[config.mk]
export PLATFORM = sky130hd
export DESIGN_NAME = scid_top
export DESIGN_NICKNAME = d
export VERILOG_FILES = /design/src/scid_pkg.sv /design/src/scid_top.sv /design/src/scid_scaler.sv
export SDC_FILE = /design/constraint.sdc
export NUM_CORES = 1
export LEC_CHECK = 0
export BUFFER_PORTS_ARGS = -buffer_cell sky130_fd_sc_hd__buf_2
export CAP_MARGIN = 0
export CORE_MARGIN = 2
export CORE_UTILIZATION = 57
export DETAILED_ROUTE_END_ITERATION = 7
export GPL_ROUTABILITY_DRIVEN = 1
export HOLD_SLACK_MARGIN = 0.05
export PLACE_DENSITY_LB_ADDON = 0.08
export SKIP_CTS_REPAIR_TIMING = 1
export SYNTH_ARGS = -nofsm -noshare
export SYNTH_HDL_FRONTEND = slang
export SYNTH_SLANG_ARGS = --single-unit
[constraint.sdc]
create_clock -name CLK -period 19.2 [get_ports CLK]
set_input_delay 3.84 -clock CLK [delete_from_list [all_inputs] [get_ports CLK]]
set_output_delay 3.84 -clock CLK [all_outputs]
set_load 0.01 [all_outputs]
[src/scid_pkg.sv]
// Shared constants and types for the servo command input decoder
package scid_pkg;

    // Register byte offsets
    localparam logic [7:0] OFS_CTRL = 8'h00;
    localparam logic [7:0] OFS_PPT = 8'h04;
    localparam logic [7:0] OFS_TOP = 8'h08;
    localparam logic [7:0] OFS_RISE = 8'h0C;
    localparam logic [7:0] OFS_FALL = 8'h10;
    localparam logic [7:0] OFS_DTORQ = 8'h14;
    localparam logic [7:0] OFS_DSPEED = 8'h18;
    localparam logic [7:0] OFS_STATUS = 8'h1C;
    localparam logic [7:0] OFS_POS = 8'h20;
    localparam logic [7:0] OFS_CMDOUT = 8'h24;

    // Control register fields
    localparam int CTRL_SEL_LO = 0;
    localparam int CTRL_SEL_HI = 1;
    localparam int CTRL_OR_COMBINE = 2;
    localparam int CTRL_SW_ENABLE = 3;
    localparam int CTRL_THERMAL_WATCH = 4;
    localparam int CTRL_VEL_MODE = 5;
    localparam int CTRL_DIGITAL_SRC = 6;
    localparam int CTRL_W = 7;

    // Status register fields
    localparam int STAT_POWER = 0;
    localparam int STAT_HEALTHY = 1;
    localparam int STAT_FOLDBACK = 2;
    localparam int STAT_LOADER = 3;
    localparam int STAT_OVERHEAT = 4;
    localparam int STAT_GP_ONE = 5;
    localparam int STAT_GP_TWO = 6;
    localparam int STAT_HW_ENABLE = 7;

    // Values after reset; velocity mode, step/direction decoding
    localparam logic [6:0] CTRL_RST = 7'h20;
    localparam logic [15:0] PPT_RST = 16'h03E8;
    localparam logic [15:0] TOP_RST = 16'h1000;
    localparam logic [15:0] RISE_RST = 16'h0010;
    localparam logic [15:0] FALL_RST = 16'h0010;

    typedef enum logic [1:0] {
        SCID_DEC_STEPDIR = 2'h0,
        SCID_DEC_UPDOWN = 2'h1,
        SCID_DEC_QUAD = 2'h2,
        SCID_DEC_GPIO = 2'h3
    } scid_dec_t;

    typedef enum logic [3:0] {
        SCID_ST_BOOT = 4'h1,
        SCID_ST_RUN = 4'h2,
        SCID_ST_LDLOW = 4'h4,
        SCID_ST_LDHIGH = 4'h8
    } scid_state_t;

endpackage : scid_pkg

[src/scid_top.sv]
// Command and control input decoder of a digital servo drive, APB registers
//
// Design decisions made here: the APB slave port and the register offsets.
`timescale 1ns/100ps
module scid_top #(
    parameter int ADC_W = 14,
    parameter logic [15:0] PEAK_CURRENT = 16'h4000
) (
    input wire logic CLK,
    input wire logic RST_N,
    input wire logic PSEL,
    input wire logic PENABLE,
    input wire logic PWRITE,
    input wire logic [7:0] PADDR,
    input wire logic [31:0] PWDATA,
    output logic [31:0] PRDATA,
    output wire logic PREADY,
    output wire logic PSLVERR,
    input wire logic FAST_IN_ONE,
    input wire logic FAST_IN_TWO,
    input wire logic ENABLE_IN,
    input wire logic RESET_IN,
    input wire logic OVERHEAT_IN,
    input wire logic MAIN_POWER_OK,
    input wire logic FOLDBACK_ACTIVE,
    input wire logic [ADC_W-1:0] ANALOG_CMD,
    output logic MOTOR_POWER,
    output logic DRIVE_HEALTHY,
    output logic FOLDBACK,
    output wire logic LOADER_MODE,
    output wire logic [15:0] POS_COUNT,
    output wire logic [15:0] POS_REVS,
    output logic [15:0] CURRENT_CMD,
    output logic [15:0] VELOCITY_CMD
);
    // Configuration registers
    logic [6:0] ctrl_q;
    logic [15:0] ppt_q;
    logic [15:0] top_q;
    logic [15:0] rise_q;
    logic [15:0] fall_q;
    logic [15:0] dtorq_q;
    logic [15:0] dspeed_q;
    logic [31:0] prdata_q;

    // State
    scid_pkg::scid_state_t st_q;
    scid_pkg::scid_state_t st_d;
    logic one_q;
    logic two_q;
    logic ena_prev_q;
    logic rstin_prev_q;
    logic hw_en_q;
    logic hw_en_d;
    logic overheat_q;
    logic signed [15:0] vel_q;
    logic signed [15:0] vel_d;

    // APB decode
    wire setup = PSEL && !PENABLE;
    wire wr = PSEL && PENABLE && PWRITE;
    wire hit_ctrl = PADDR == scid_pkg::OFS_CTRL;
    wire hit_ppt = PADDR == scid_pkg::OFS_PPT;
    wire hit_top = PADDR == scid_pkg::OFS_TOP;
    wire hit_rise = PADDR == scid_pkg::OFS_RISE;
    wire hit_fall = PADDR == scid_pkg::OFS_FALL;
    wire hit_dtorq = PADDR == scid_pkg::OFS_DTORQ;
    wire hit_dspeed = PADDR == scid_pkg::OFS_DSPEED;
    wire hit_status = PADDR == scid_pkg::OFS_STATUS;
    wire hit_pos = PADDR == scid_pkg::OFS_POS;
    wire hit_cmdout = PADDR == scid_pkg::OFS_CMDOUT;
    wire hit_any = hit_ctrl || hit_ppt || hit_top || hit_rise || hit_fall || hit_dtorq
        || hit_dspeed || hit_status || hit_pos || hit_cmdout;
    wire hit_ro = hit_status || hit_pos || hit_cmdout;

    // Zero wait states; writes to read-only words and any access to unmapped words are flagged
    assign PREADY = 1'b1;
    assign PSLVERR = PSEL && PENABLE && (!hit_any || (PWRITE && hit_ro));
    assign PRDATA = prdata_q;

    // Control fields
    wire [1:0] dec_sel = ctrl_q[scid_pkg::CTRL_SEL_HI:scid_pkg::CTRL_SEL_LO];
    wire or_combine = ctrl_q[scid_pkg::CTRL_OR_COMBINE];
    wire sw_enable = ctrl_q[scid_pkg::CTRL_SW_ENABLE];
    wire thermal_watch = ctrl_q[scid_pkg::CTRL_THERMAL_WATCH];
    wire vel_mode = ctrl_q[scid_pkg::CTRL_VEL_MODE];
    wire digital_src = ctrl_q[scid_pkg::CTRL_DIGITAL_SRC];

    // Power-up loader handling
    // Power-up with the reset input high parks the block in the loader until
    // the input has gone low and then high again
    wire running = st_q == scid_pkg::SCID_ST_RUN;
    assign LOADER_MODE = (st_q == scid_pkg::SCID_ST_LDLOW) || (st_q == scid_pkg::SCID_ST_LDHIGH);

    always_comb begin
        case (st_q)
            scid_pkg::SCID_ST_BOOT: begin
                st_d = RESET_IN ? scid_pkg::SCID_ST_LDLOW : scid_pkg::SCID_ST_RUN;
            end
            scid_pkg::SCID_ST_LDLOW: begin
                st_d = RESET_IN ? scid_pkg::SCID_ST_LDLOW : scid_pkg::SCID_ST_LDHIGH;
            end
            scid_pkg::SCID_ST_LDHIGH: begin
                st_d = RESET_IN ? scid_pkg::SCID_ST_RUN : scid_pkg::SCID_ST_LDHIGH;
            end
            scid_pkg::SCID_ST_RUN: begin
                st_d = scid_pkg::SCID_ST_RUN;
            end
            default: begin
                st_d = scid_pkg::SCID_ST_BOOT;
            end
        endcase
    end

    // Enable and reset inputs
    wire ena_rise = ENABLE_IN && !ena_prev_q;
    wire rstin_fall = rstin_prev_q && !RESET_IN;
    wire fault = overheat_q;

    always_comb begin
        hw_en_d = hw_en_q;
        if (!running || !ENABLE_IN || RESET_IN || fault) begin
            // A fault drops the latch so power cannot return on a held level
            hw_en_d = 1'b0;
        end else if (rstin_fall) begin
            hw_en_d = 1'b1;
        end else if (ena_rise) begin
            hw_en_d = 1'b1;
        end
    end

    wire en_combined = or_combine ? (hw_en_q || sw_enable) : (hw_en_q && sw_enable);
    wire power_d = running && !RESET_IN && !fault && en_combined;

    // Overheat fault; a new overheat wins over a reset-input clear
    wire overheat_set = running && thermal_watch && OVERHEAT_IN;
    wire overheat_d = overheat_set || (overheat_q && !RESET_IN);

    // Fast input decoders
    wire one_rise = FAST_IN_ONE && !one_q;
    wire two_rise = FAST_IN_TWO && !two_q;
    logic [3:0] quad_tr;
    assign quad_tr = {one_q, two_q, FAST_IN_ONE, FAST_IN_TWO};
    // A leading B counts forward
    // Codes that change both bits in one cycle are not counted: the direction
    // is unknown, so a too-fast encoder loses counts rather than gaining them
    wire quad_fwd = quad_tr == 4'h2 || quad_tr == 4'hB || quad_tr == 4'hD || quad_tr == 4'h4;
    wire quad_rev = quad_tr == 4'h1 || quad_tr == 4'h7 || quad_tr == 4'hE || quad_tr == 4'h8;

    logic cnt_up;
    logic cnt_dn;

    always_comb begin
        cnt_up = 1'b0;
        cnt_dn = 1'b0;
        if (running) begin
            case (dec_sel)
                scid_pkg::SCID_DEC_STEPDIR: begin
                    // Direction level taken at the step edge itself
                    cnt_up = two_rise && FAST_IN_ONE;
                    cnt_dn = two_rise && !FAST_IN_ONE;
                end
                scid_pkg::SCID_DEC_UPDOWN: begin
                    cnt_up = two_rise && !one_rise;
                    cnt_dn = one_rise && !two_rise;
                end
                scid_pkg::SCID_DEC_QUAD: begin
                    cnt_up = quad_fwd;
                    cnt_dn = quad_rev;
                end
                default: begin
                    cnt_up = 1'b0;
                    cnt_dn = 1'b0;
                end
            endcase
        end
    end

    scid_scaler #(
        .W(16)
    ) u_scaler (
        .clk(CLK),
        .rst_n(RST_N),
        .step_up(cnt_up),
        .step_dn(cnt_dn),
        .ppt(ppt_q),
        .frac_q(POS_COUNT),
        .revs_q(POS_REVS)
    );

    // General-purpose view of the fast inputs when no decoder uses them
    wire gp_view = dec_sel == scid_pkg::SCID_DEC_GPIO;
    wire gp_one = gp_view && one_q;
    wire gp_two = gp_view && two_q;

    // Command path: converter code left-justified to 16 bits
    logic signed [15:0] analog16;
    assign analog16 = $signed({ANALOG_CMD, {(16 - ADC_W){1'b0}}});
    logic signed [32:0] cur_prod;
    logic signed [32:0] vel_prod;
    assign cur_prod = analog16 * $signed({1'b0, PEAK_CURRENT});
    assign vel_prod = analog16 * $signed({1'b0, top_q});

    logic signed [15:0] cur_target;
    logic signed [15:0] vel_target;
    assign cur_target = digital_src ? $signed(dtorq_q) : $signed(cur_prod[30:15]);
    assign vel_target = digital_src ? $signed(dspeed_q) : $signed(vel_prod[30:15]);

    // Slew limit: rise limit when speed magnitude grows, fall limit when it shrinks
    logic signed [16:0] vel_diff;
    logic [15:0] lim_up;
    logic [15:0] lim_dn;
    logic [16:0] sum_up;
    logic [16:0] sum_dn;
    assign vel_diff = {vel_target[15], vel_target} - {vel_q[15], vel_q};
    assign lim_up = vel_q[15] ? fall_q : rise_q;
    assign lim_dn = (vel_q[15] || vel_q == 16'sh0000) ? rise_q : fall_q;
    assign sum_up = {vel_q[15], vel_q} + {1'b0, lim_up};
    assign sum_dn = {vel_q[15], vel_q} - {1'b0, lim_dn};

    always_comb begin
        vel_d = vel_target;
        if (!MOTOR_POWER) begin
            vel_d = 16'sh0000;
        end else if (vel_diff > $signed({1'b0, lim_up})) begin
            vel_d = $signed(sum_up[15:0]);
        end else if (-vel_diff > $signed({1'b0, lim_dn})) begin
            vel_d = $signed(sum_dn[15:0]);
        end
    end

    // Read mux
    logic [31:0] status_w;
    assign status_w = {24'h000000, hw_en_q, gp_two, gp_one, overheat_q, LOADER_MODE,
        FOLDBACK, DRIVE_HEALTHY, MOTOR_POWER};
    wire [31:0] rd_mux = hit_ctrl ? {25'h0000000, ctrl_q}
        : hit_ppt ? {16'h0000, ppt_q}
        : hit_top ? {16'h0000, top_q}
        : hit_rise ? {16'h0000, rise_q}
        : hit_fall ? {16'h0000, fall_q}
        : hit_dtorq ? {16'h0000, dtorq_q}
        : hit_dspeed ? {16'h0000, dspeed_q}
        : hit_status ? status_w
        : hit_pos ? {POS_REVS, POS_COUNT}
        : hit_cmdout ? {VELOCITY_CMD, CURRENT_CMD}
        : 32'h00000000;

    // Register writes; loader mode ignores all software writes to settings
    wire wr_ok = wr && !LOADER_MODE;

    always_ff @(posedge CLK) begin
        if (!RST_N) begin
            ctrl_q <= scid_pkg::CTRL_RST;
            ppt_q <= scid_pkg::PPT_RST;
            top_q <= scid_pkg::TOP_RST;
            rise_q <= scid_pkg::RISE_RST;
            fall_q <= scid_pkg::FALL_RST;
            dtorq_q <= 16'h0000;
            dspeed_q <= 16'h0000;
        end else if (wr_ok) begin
            if (hit_ctrl) ctrl_q <= PWDATA[scid_pkg::CTRL_W-1:0];
            if (hit_ppt) ppt_q <= PWDATA[15:0];
            if (hit_top) top_q <= PWDATA[15:0];
            if (hit_rise) rise_q <= PWDATA[15:0];
            if (hit_fall) fall_q <= PWDATA[15:0];
            if (hit_dtorq) dtorq_q <= PWDATA[15:0];
            if (hit_dspeed) dspeed_q <= PWDATA[15:0];
        end
    end

    // Read data is captured in the setup cycle so PRDATA comes from a flip-flop;
    // a status bit that changes during the access cycle shows on the next read
    always_ff @(posedge CLK) begin
        if (!RST_N) begin
            prdata_q <= 32'h00000000;
        end else if (setup && !PWRITE) begin
            prdata_q <= rd_mux;
        end
    end

    // The enable history resets high: an enable already held at reset release
    // is a level, not an edge, so it cannot grant power on its own
    always_ff @(posedge CLK) begin
        if (!RST_N) begin
            st_q <= scid_pkg::SCID_ST_BOOT;
            one_q <= 1'b0;
            two_q <= 1'b0;
            ena_prev_q <= 1'b1;
            rstin_prev_q <= 1'b0;
            hw_en_q <= 1'b0;
            overheat_q <= 1'b0;
        end else begin
            st_q <= st_d;
            one_q <= FAST_IN_ONE;
            two_q <= FAST_IN_TWO;
            ena_prev_q <= ENABLE_IN;
            rstin_prev_q <= RESET_IN;
            hw_en_q <= hw_en_d;
            overheat_q <= overheat_d;
        end
    end

    // Outputs from flip-flops
    always_ff @(posedge CLK) begin
        if (!RST_N) begin
            MOTOR_POWER <= 1'b0;
            DRIVE_HEALTHY <= 1'b0;
            FOLDBACK <= 1'b0;
            vel_q <= 16'sh0000;
            CURRENT_CMD <= 16'h0000;
            VELOCITY_CMD <= 16'h0000;
        end else begin
            MOTOR_POWER <= power_d;
            DRIVE_HEALTHY <= MAIN_POWER_OK && !overheat_d && running;
            FOLDBACK <= FOLDBACK_ACTIVE;
            vel_q <= vel_d;
            CURRENT_CMD <= (power_d && !vel_mode) ? cur_target : 16'h0000;
            VELOCITY_CMD <= (power_d && vel_mode) ? vel_d : 16'h0000;
        end
    end

endmodule : scid_top

[src/scid_scaler.sv]
// Position accumulator: counts within one turn and whole turns
`timescale 1ns/100ps
module scid_scaler #(
    parameter int W = 16
) (
    input wire logic clk,
    input wire logic rst_n,
    input wire logic step_up,
    input wire logic step_dn,
    input wire logic [W-1:0] ppt,
    output logic [W-1:0] frac_q,
    output logic [W-1:0] revs_q
);
    logic [W-1:0] ppt_eff;
    logic [W-1:0] top;
    logic [W-1:0] frac_d;
    logic [W-1:0] revs_d;

    // A zero setting would never wrap; treat it as one count per turn
    assign ppt_eff = (ppt == '0) ? W'(1) : ppt;
    assign top = ppt_eff - W'(1);

    always_comb begin
        frac_d = frac_q;
        revs_d = revs_q;
        if (step_up && !step_dn) begin
            if (frac_q >= top) begin
                frac_d = '0;
                revs_d = revs_q + W'(1);
            end else begin
                frac_d = frac_q + W'(1);
            end
        end else if (step_dn && !step_up) begin
            if (frac_q == '0) begin
                frac_d = top;
                revs_d = revs_q - W'(1);
            end else begin
                frac_d = frac_q - W'(1);
            end
        end
    end

    always_ff @(posedge clk) begin
        if (!rst_n) begin
            frac_q <= '0;
            revs_q <= '0;
        end else begin
            frac_q <= frac_d;
            revs_q <= revs_d;
        end
    end

endmodule : scid_scaler

======== Word level (Yosys, flattened, before mapping) ========
Index checks and enable logic that the tools add are counted.
word-level totals
  bits in registers ....................... 228
  latch bits .............................. 0
  RAM bits ................................ 0
  bits in read-only memories .............. 0
  bits of input ports ..................... 66
  output and inout port bits .............. 102
  word-level logic and storage cells ...... 193
  memories kept ........................... 0
cells by class
  $add $sub $neg .......................... 9
  multiply operators ...................... 1
  divide/modulo/power cells ............... 0
  magnitude comparators ................... 3
  equality and inequality tests ........... 25
  shifts and indexed selects .............. 0
  multiplexer cells ....................... 37
  bitwise gates (word level) .............. 1
  reductions and logical operators ........ 93
operator list
  cell                                                count
  two-way mux 32 bit                                  10
  two-way mux 16 bit                                  16
  zero test 16 bit                                    3
  subtractor 16 x 1 -> 16 bit, second input constant  3
  greater-than comparator 17 bit                      2
  adder 16 x 1 -> 16 bit, second input constant       2
  == test 8 x 5 -> 1 bit, second input constant       4
  logical AND 1 bit                                   30
  multiplier 14 x 17 -> 29 bit                        1
  logical OR 1 bit                                    25
  == test 4 bit, second input constant                5
  zero test 1 bit                                     18
  AND reduction 2 bit                                 9
  negation 17 bit                                     1
  subtractor 16 x 16 -> 17 bit                        1
  adder 16 bit                                        1
  == test 8 x 4 -> 1 bit, second input constant       2
  == test 8 x 6 -> 1 bit, second input constant       2
  greater-or-equal comparator 16 bit                  1
  case mux 4 bit (4 select lines)                     1
  subtractor 16 bit                                   1
  == test 4 x 3 -> 1 bit, second input constant       3
  == test 4 x 1 -> 1 bit, second input constant       2
  == test 4 x 2 -> 1 bit, second input constant       2
  14 further kinds                                    24

======== Longest topological paths before layout ========
Gate-level depths: netlist (run 1).
  word-level depth ........................ 13
  gate-level depth with buffers ........... 45
  gate-level depth less buffers ........... 43

======== Cells and area by module ========
Synthesis (run 1) repeated with hierarchy kept, for this count alone.
second synthesis, totals
  cells, all modules ...................... 2752
  area, all modules ....................... 22746.8 µm²
by module, submodules not included
  module       times used  cells an instance  area an instance (µm²)  seq. area each (µm²)
  scid_top     1           2316               19398.6                 3923.8
  scid_scaler  1           436                3348.2                  640.6

======== Least setup slack after synthesis (run 1) ========
No wires, ideal clock.
  path type ............................... input port to flip-flop
  from .................................... input port ANALOG_CMD[4]
  to ...................................... register vel_q[1]
  setup time .............................. 0.084 ns
  arrival time ............................ 13.620 ns
  data required time ...................... 19.116 ns
  path slack .............................. 5.496 ns
  stages .................................. 42
  path buffers ............................ 1
  cell sequence ........................... clkbuf_1 and2_1 fa_1 inv_1 fa_1 inv_1 fa_1 inv_1 fa_1 inv_1 fa_1 inv_1 fa_1 inv_1 ha_1 a21o_1 a21o_1 a21oi_1 [... 6 more ...] ha_1 and4_1 o21ai_1 a21oi_1 or4_1 a222oi_1 o2111ai_2 xor2_1 ha_1 nand2_1 nor2_1 nand3_1 a221oi_1 o221ai_1 nor4_4 nor2_8 mux2_4 o31ai_2
on the way
  cells in the longest elaborated chain, start to end .. 8
  elaborated cells between the ends (all ways) .. 9
  classes of those cells .................. 2 x add/sub; 1 x mul; 2 x order compare; 4 x mux
RTL lines
  item                              line             source
  from (decl)                       scid_top.sv:26   input wire logic [ADC_W-1:0] ANALOG_CMD,
  multiplier 14 x 17 -> 29 bit (*)  scid_top.sv:202  assign vel_prod = analog16 * $signed({1'b0, top_q});
  two-way mux 16 bit (*)            scid_top.sv:207  assign vel_target = digital_src ? $signed(dspeed_q) : $signed(vel_prod[30:15]);
  subtractor 16 x 16 -> 17 bit      scid_top.sv:215  assign vel_diff = {vel_target[15], vel_target} - {vel_q[15], vel_q};
  negation 17 bit                   scid_top.sv:227  end else if (-vel_diff > $signed({1'b0, lim_dn})) begin
  greater-than comparator 17 bit    scid_top.sv:227
  two-way mux 16 bit                scid_top.sv:227
  two-way mux 16 bit (*)            scid_top.sv:225  end else if (vel_diff > $signed({1'b0, lim_up})) begin
  two-way mux 16 bit (*)            scid_top.sv:223  if (!MOTOR_POWER) begin
  to (signal assigned)              scid_top.sv:316  vel_q <= vel_d;
  to (decl)                         scid_top.sv:56   logic signed [15:0] vel_q;
Every way passes the cells marked *; elsewhere a longest branch is shown, timed or not.
A chain may end at the register's enable or synchronous reset.

======== Final worst setup path (run 1) ========
  from .................................... input port ANALOG_CMD[2]
  to ...................................... register vel_q[1]
The elaborated chain is that of the path after synthesis.

==> run summary, run 1 <==
Netlist cell types: 82
Top-count cell post-synth: nand2_1
Area growth syn-to-layout: 8.43%
Worst path top cell family by delay: compound AO/OA/AOI/OAI gates
Sequential cell area fraction in the yosys report: 20.4%
Setup tns final: 0 ns
Switching Share: 35.8%
Int Pwr: 956 uW
Grt ovf: 0
PD cells: 61.5 nW/um2
Worst slew pin tran: 1.28 ns
Reg2Reg Launch Point: top_q[7]
Max Cap Viol: 0
Root Buffer: clkbuf_16
Die area: 40800 um2
Initial drt markers: 2026
Outcome: finished clean
P_leak: 0.0107 uW
Post-synth top area cell: dfxtp_1
Worst Path Arrival: 15.74 ns
Worst hold path type: reg2reg
Top-level port count: 168
Cell count of the worst reg-to-reg path: 40
Slowest-stage cell, CP: a222oi_1
Vias in the first global route: 20381
Post-Syn Instances: 2760
Die W: 202 um
Worst vdd ir: 68.2 uV
Worst skew pair latency: 0.56 ns
Vias per cell: 6.17
Flop pwr share: 32.7%
CP Capture Type: flop
DRC Markers: 0
Setup slack, reg-to-reg: 6.82 ns
Worst Path Max Fanout: 17
Final period util: 79.6%
Worst path bufs/invs: 7
Num CTS Buffers: 25
Initial antenna violation count: 1
CTS H-tree lvls: 1
Total track usage: 34.4%
Avg Inst Size Synth: 8.09 um2
Crit Path Category: in2reg
Cell Rows: 72
Clock share of power: 33.5%
Post-synth top area share: 20.4%
Max FFs per register: 32
CP startpoint kind: input port
Post-route cell area: 24200 um2
Placed cell area: 23400 um2
Main area contributors after synthesis: dfxtp_1 20%, fa_1 15%, ha_1 12%
F_max: 0.0654 GHz
CTS Sinks: 228
Fraction of layout cells with a size suffix above 1: 8.93%
P_sw: 533 uW
Vias: 20750
Core footprint: 38600 um2
RSZ-0062 raised after global routing: false
RR Endpoint: vel_q[1]
First-pass GRT wire length: 111 mm
Slew margin rel.: 14.1%
CP max stage delay: 0.66 ns
WP data required: 19.66 ns
Antenna cells: 0
Final min period: 15.28 ns
Clock skew: 0.0150 ns
TritonCTS clock tree: yes
Top post-synthesis cells by count: 423 x nand2_1, 262 x inv_1, 228 x dfxtp_1
Remaining antenna violation count after routing: 0
#FFs+latches synth: 228
Routed WL: 70.8 mm
Clk slew on worst S/H paths: 0.06 ns
1st-pass router iterations: 8
Worst setup path start: ANALOG_CMD[2]
Worst Setup EP: vel_q[1]
HPWL reported at the end of detailed placement: 53.9 mm
Comb pwr share: 33.7%
Post-synth EDFFs: 0
Synthesis Warnings: 0
Dominant synthesized flop cell: dfxtp_1
Die extent in y: 202 um
Largest net degree at the start of global routing: 80
Critical path depth: 41
Post-synthesis cell area: 22300 um2
Max-slew violations: 0
Final GP Congestion: 0.964
Port buffer count: 150
CTS max path bufs: 3
Routed len/inst: 21.1 um
Starting Density: 57.8%
Async SR Flop Fraction: 0%
Synth Net Count: 3205
Final net count: 3270
Final setup viols: 0
Final Hold Vio Count: 0
[placed cells by master (no fill, tap or decap), types with 20 or more instances in the layout]
cell and count:
dfxtp_1 227, buf_2 150, nand2_1 423, nor2_1 166
xnor2_1 68, nand3_1 59, a21o_1 26, a211oi_1 41
ha_1 210, clkbuf_16 25, and2_1 130, nor3_1 48
fa_1 169, and3_1 22, a21oi_1 208, xor2_1 31
mux2i_1 71, inv_1 262, a31oi_1 20, o21a_1 21
o21ai_0 96, nand2b_1 26, nor2b_1 25
[tightest hold or removal path, cell delays in order (launching register included)]
cell and delay [ns]:
dfxtp_1 0.31, nand2_1 0.05, a21oi_1 0.05
[power by group through the flow]
stage	registers [uW]	logic, uW	clock network, uW
2_1_floorplan	495	367	0
3_3_place_gp	497	482	0
3_5_place_dp	498	491	0
4_1_cts	487	495	501
5_1_grt	488	559	516
6_report	487	502	499
[final cells by class]
cell class                      count  area, um2
Inverter                          266       1000
Sequential cell                   228       4570
Tap cell                          518        648
Multi-Input combinational cell   2135      16300
Clock inverter                     10        118
Timing Repair Buffer              169        893
Clock buffer                       35        713
Fill cell                        3444      14400
[routing by layer]
| metal | part of all wire [%] | GRT usage [%] |
|---|---|---|
| met1 | 42 | 46.2 |
| met2 | 47 | 57.3 |
| met3 | 7.3 | 4.18 |
| met4 | 3.8 | 11.6 |
| met5 | 0.018 | 0 |
[stage by stage]
step                      utilization, %  instances  hold slack, ns  total power [uW]  setup WS [ns]
final                               62.7       3361           0.452              1490           3.92
after CTS                           62.7       3361           0.454              1480           4.07
after global placement              60.5       3316           0.437               979           3.61
after floorplan                        -       2760           0.423               862           5.50
after detailed placement            60.5       3316           0.445               989           3.58
after global routing                62.7       3361           0.465              1560           3.38
[worst min-delay path by stage]
| stage | start | endpoint | slack (ns) | cells past startpoint |
|---|---|---|---|---|
| after floorplan | dtorq_q[0] | CURRENT_CMD[0] | 0.42 | 2 |
| after global placement | PRDATA[19] | PRDATA[19] | 0.44 | 2 |
| after detailed placement | PRDATA[29] | PRDATA[29] | 0.44 | 2 |
| after CTS | PRDATA[25] | PRDATA[25] | 0.45 | 2 |
| after global routing | PRDATA[25] | PRDATA[25] | 0.46 | 2 |
| final | PRDATA[25] | PRDATA[25] | 0.45 | 2 |
[kinds of logic (layout without fill, tap and decap cells)]
logic type               count (synthesis)  after routing  share of synthesized area [%]
adder cells (fa/ha/maj)                379            379                           26.9
buffers and inverters                  397            480                           6.74
flip-flops                             228            228                           20.4
AND/OR/NAND/NOR                        982            982                           20.7
AO/OA/AOI/OAI                          583            583                           17.1
other                                    1              1                         0.0168
XOR/XNOR                                99             99                           3.88
multiplexers                            91             91                           4.21
No activity file was read; power rests on OpenSTA's default activity.
==> run 2, diff against run 1 <==
==> constraint.sdc (replaced) <==
create_clock -name CLK -period 12.6 [get_ports CLK]
set_input_delay 2.52 -clock CLK [delete_from_list [all_inputs] [get_ports CLK]]
set_output_delay 2.52 -clock CLK [all_outputs]
set_load 0.01 [all_outputs]
==> run 2 against run 1 <==
Net effect:
- sequential cell count stayed put
- cell count is 3.7% higher
- hold slack better by 0.0018 ns
- combinational power is 92% higher
- largest power group unchanged
- register-to-register slack worse by 5.0 ns
- cell area is 4.8% higher
- global-route usage is 1.4 points higher
==> run summary, run 2 (same netlist as run 1, synthesis figures left out) <==
Outcome: finished clean (unchanged)
P_leak: 0.0113 uW (was 0.0107 uW)
Flop pwr share: 29.8% (was 32.7%)
Critical path's most frequent cell: fa_1
CP Capture Type: flop (unchanged)
Routed len/inst: 21.1 um (about the same)
Cell count of the worst reg-to-reg path: 45 (was 40)
Worst vdd ir: 158 uV (was 68.2 uV)
1st-pass router iterations: 6 (was 8)
Slew margin rel.: 22.3% (was 14.1%)
PD cells: 98.1 nW/um2 (was 61.5 nW/um2)
Clk slew on worst S/H paths: 0.06 ns (about the same)
Final Hold Vio Count: 0 (unchanged)
Root Buffer: clkbuf_16 (unchanged)
Worst hold path type: reg2reg (unchanged)
Num CTS Buffers: 26 (was 25)
Final GP Congestion: 0.956 (was 0.964)
Port buffer count: 150 (unchanged)
CTS Sinks: 228 (unchanged)
Cell Rows: 72 (unchanged)
CP startpoint kind: input port (unchanged)
Initial drt markers: 1942 (was 2026)
Die extent in y: 202 um (unchanged)
Worst skew pair latency: 0.56 ns (about the same)
Commonest non-fill, non-tap cells in the layout: 423 x nand2_1, 262 x inv_1, 227 x dfxtp_1, 208 x ha_1, 205 x a21oi_1 (was 423 x nand2_1, 262 x inv_1, 227 x dfxtp_1, 210 x ha_1, 208 x a21oi_1)
Max Cap Viol: 0 (unchanged)
Max FFs per register: 32 (unchanged)
Worst hold endpoint: PRDATA[20] (was PRDATA[25])
Setup tns final: 0 ns (unchanged)
Worst Path Arrival: 12.61 ns (was 15.74 ns)
Grt ovf: 0 (unchanged)
Fraction of layout cells with a size suffix above 1: 13.8% (was 8.93%)
M1 wire length: 29.8 mm (was 29.9 mm)
Final period util: 96.5%
HPWL reported at the end of detailed placement: 56.6 mm (was 53.9 mm)
Clock share of power: 31.4% (was 33.5%)
CP max stage delay: 0.56 ns (was 0.66 ns)
Top Layer Used: met4 (was met5)
Final setup viols: 0 (unchanged)
Vias: 21332 (was 20750)
Routed WL: 73.6 mm (was 70.8 mm)
Commonest non-fill, non-tap cell in the layout: nand2_1 (unchanged)
TritonCTS clock tree: yes (unchanged)
Routed wl met2: 34.9 mm (was 33.1 mm)
WP data required: 13.06 ns (was 19.66 ns)
Setup slack, reg-to-reg: 1.81 ns (was 6.82 ns)
Reg2Reg Launch Point: top_q[6] (was top_q[7])
Starting Density: 57.8% (unchanged)
Worst hold slack: 0.454 ns (was 0.452 ns)
Worst Path Max Fanout: 7 (was 17)
Initial antenna violation count: 0 (was 1)
Metal3 WL: 5.77 mm (was 5.14 mm)
Slowest-stage cell, CP: or4_4 (was a222oi_1)
P_sw: 873 uW (was 533 uW)
Switching Share: 35.1% (was 35.8%)
Max-slew violations: 0 (unchanged)
Sequential cell area: 4570 um2 (unchanged)
Crit Path Category: in2reg (unchanged)
Worst setup path start: ANALOG_CMD[2] (unchanged)
F_max: 0.0823 GHz
Fill count: 3362 (was 3444)
Die area: 40800 um2 (unchanged)
CTS H-tree lvls: 1 (unchanged)
CTS max path bufs: 3 (unchanged)
Vias in the first global route: 21240 (was 20381)
Antenna cells: 0 (unchanged)
RR Endpoint: vel_q[13] (was vel_q[1])
Int Pwr: 1620 uW (was 956 uW)
Clock skew: 0.0320 ns (was 0.0150 ns)
Die W: 202 um (unchanged)
Core footprint: 38600 um2 (unchanged)
HP Start: PRDATA[20] (was PRDATA[25])
Total track usage: 35.7% (was 34.4%)
Comb pwr share: 38.8% (was 33.7%)
Worst slew pin tran: 1.16 ns (was 1.28 ns)
Final min period: 12.16 ns
Area growth syn-to-layout: 13.7% (was 8.43%)
Largest net degree at the start of global routing: 83 (was 80)
Multi-input gate area: 16500 um2 (was 16300 um2)
Remaining antenna violation count after routing: 0 (unchanged)
Vias per cell: 6.12 (was 6.17)
DRC Markers: 0 (unchanged)
Top-level port count: 168 (unchanged)
Final net count: 3392 (was 3270)
Hold depth: 2 (unchanged)
First-pass GRT wire length: 116 mm (was 111 mm)
-- run 2: power groups by stage --
stage	Sequential (uW)	Combinational, uW	Clock, uW
4_1_cts	742	909	785
3_3_place_gp	758	885	0
2_1_floorplan	754	560	0
5_1_grt	743	1050	813
6_report	743	966	782
3_5_place_dp	758	902	0
-- run 2: worst max-delay path, delay by kind of cell --
family / cells / cell delay (ns)
adder cells (fa/ha/maj): 10 / 4.30
AND/OR/NAND/NOR: 12 / 2.25
XOR/XNOR: 2 / 0.37
buffers and inverters: 10 / 0.92
multiplexers: 1 / 0.19
AO/OA/AOI/OAI: 11 / 2.04
-- run 2: metrics by stage --
stage               area, um2  utilization, %  cells  setup slack [ns]  total power (uW)
finish                  25400            65.7   3485             0.444              2490
global route            25400            65.7   3485           -0.0386              2610
CTS                     25200            65.1   3482             0.131              2440
detailed placement      24300            62.8   3434            -0.386              1660
global placement        24300            62.8   3434            -0.275              1640
floorplan               22300               -   2760             0.216              1310
-- run 2: worst max path at each step --
stage / cells after the start / endpoint
2_1_floorplan: 42 / vel_q[1]
4_1_cts: 46 / VELOCITY_CMD[12]
6_report: 46 / vel_q[13]
3_5_place_dp: 47 / VELOCITY_CMD[15]
5_1_grt: 48 / vel_q[13]
3_3_place_gp: 46 / VELOCITY_CMD[10]
-- run 2: cell type report --
class / count / area share, %
Multi-Input combinational cell: 2136 / 64.9
Sequential cell: 228 / 18.0
Timing Repair Buffer: 289 / 7.15
Inverter: 266 / 3.94
Clock buffer: 38 / 3.02
Tap cell: 518 / 2.55
Clock inverter: 10 / 0.478
-- run 2: routing by layer --
layer | global-route usage [%] | up-vias
li1 | - | 9839
met1 | 46.5 | 10331
met2 | 60.7 | 990
met3 | 4.63 | 172
met4 | 13.5 | 0
met5 | 0.357 | -
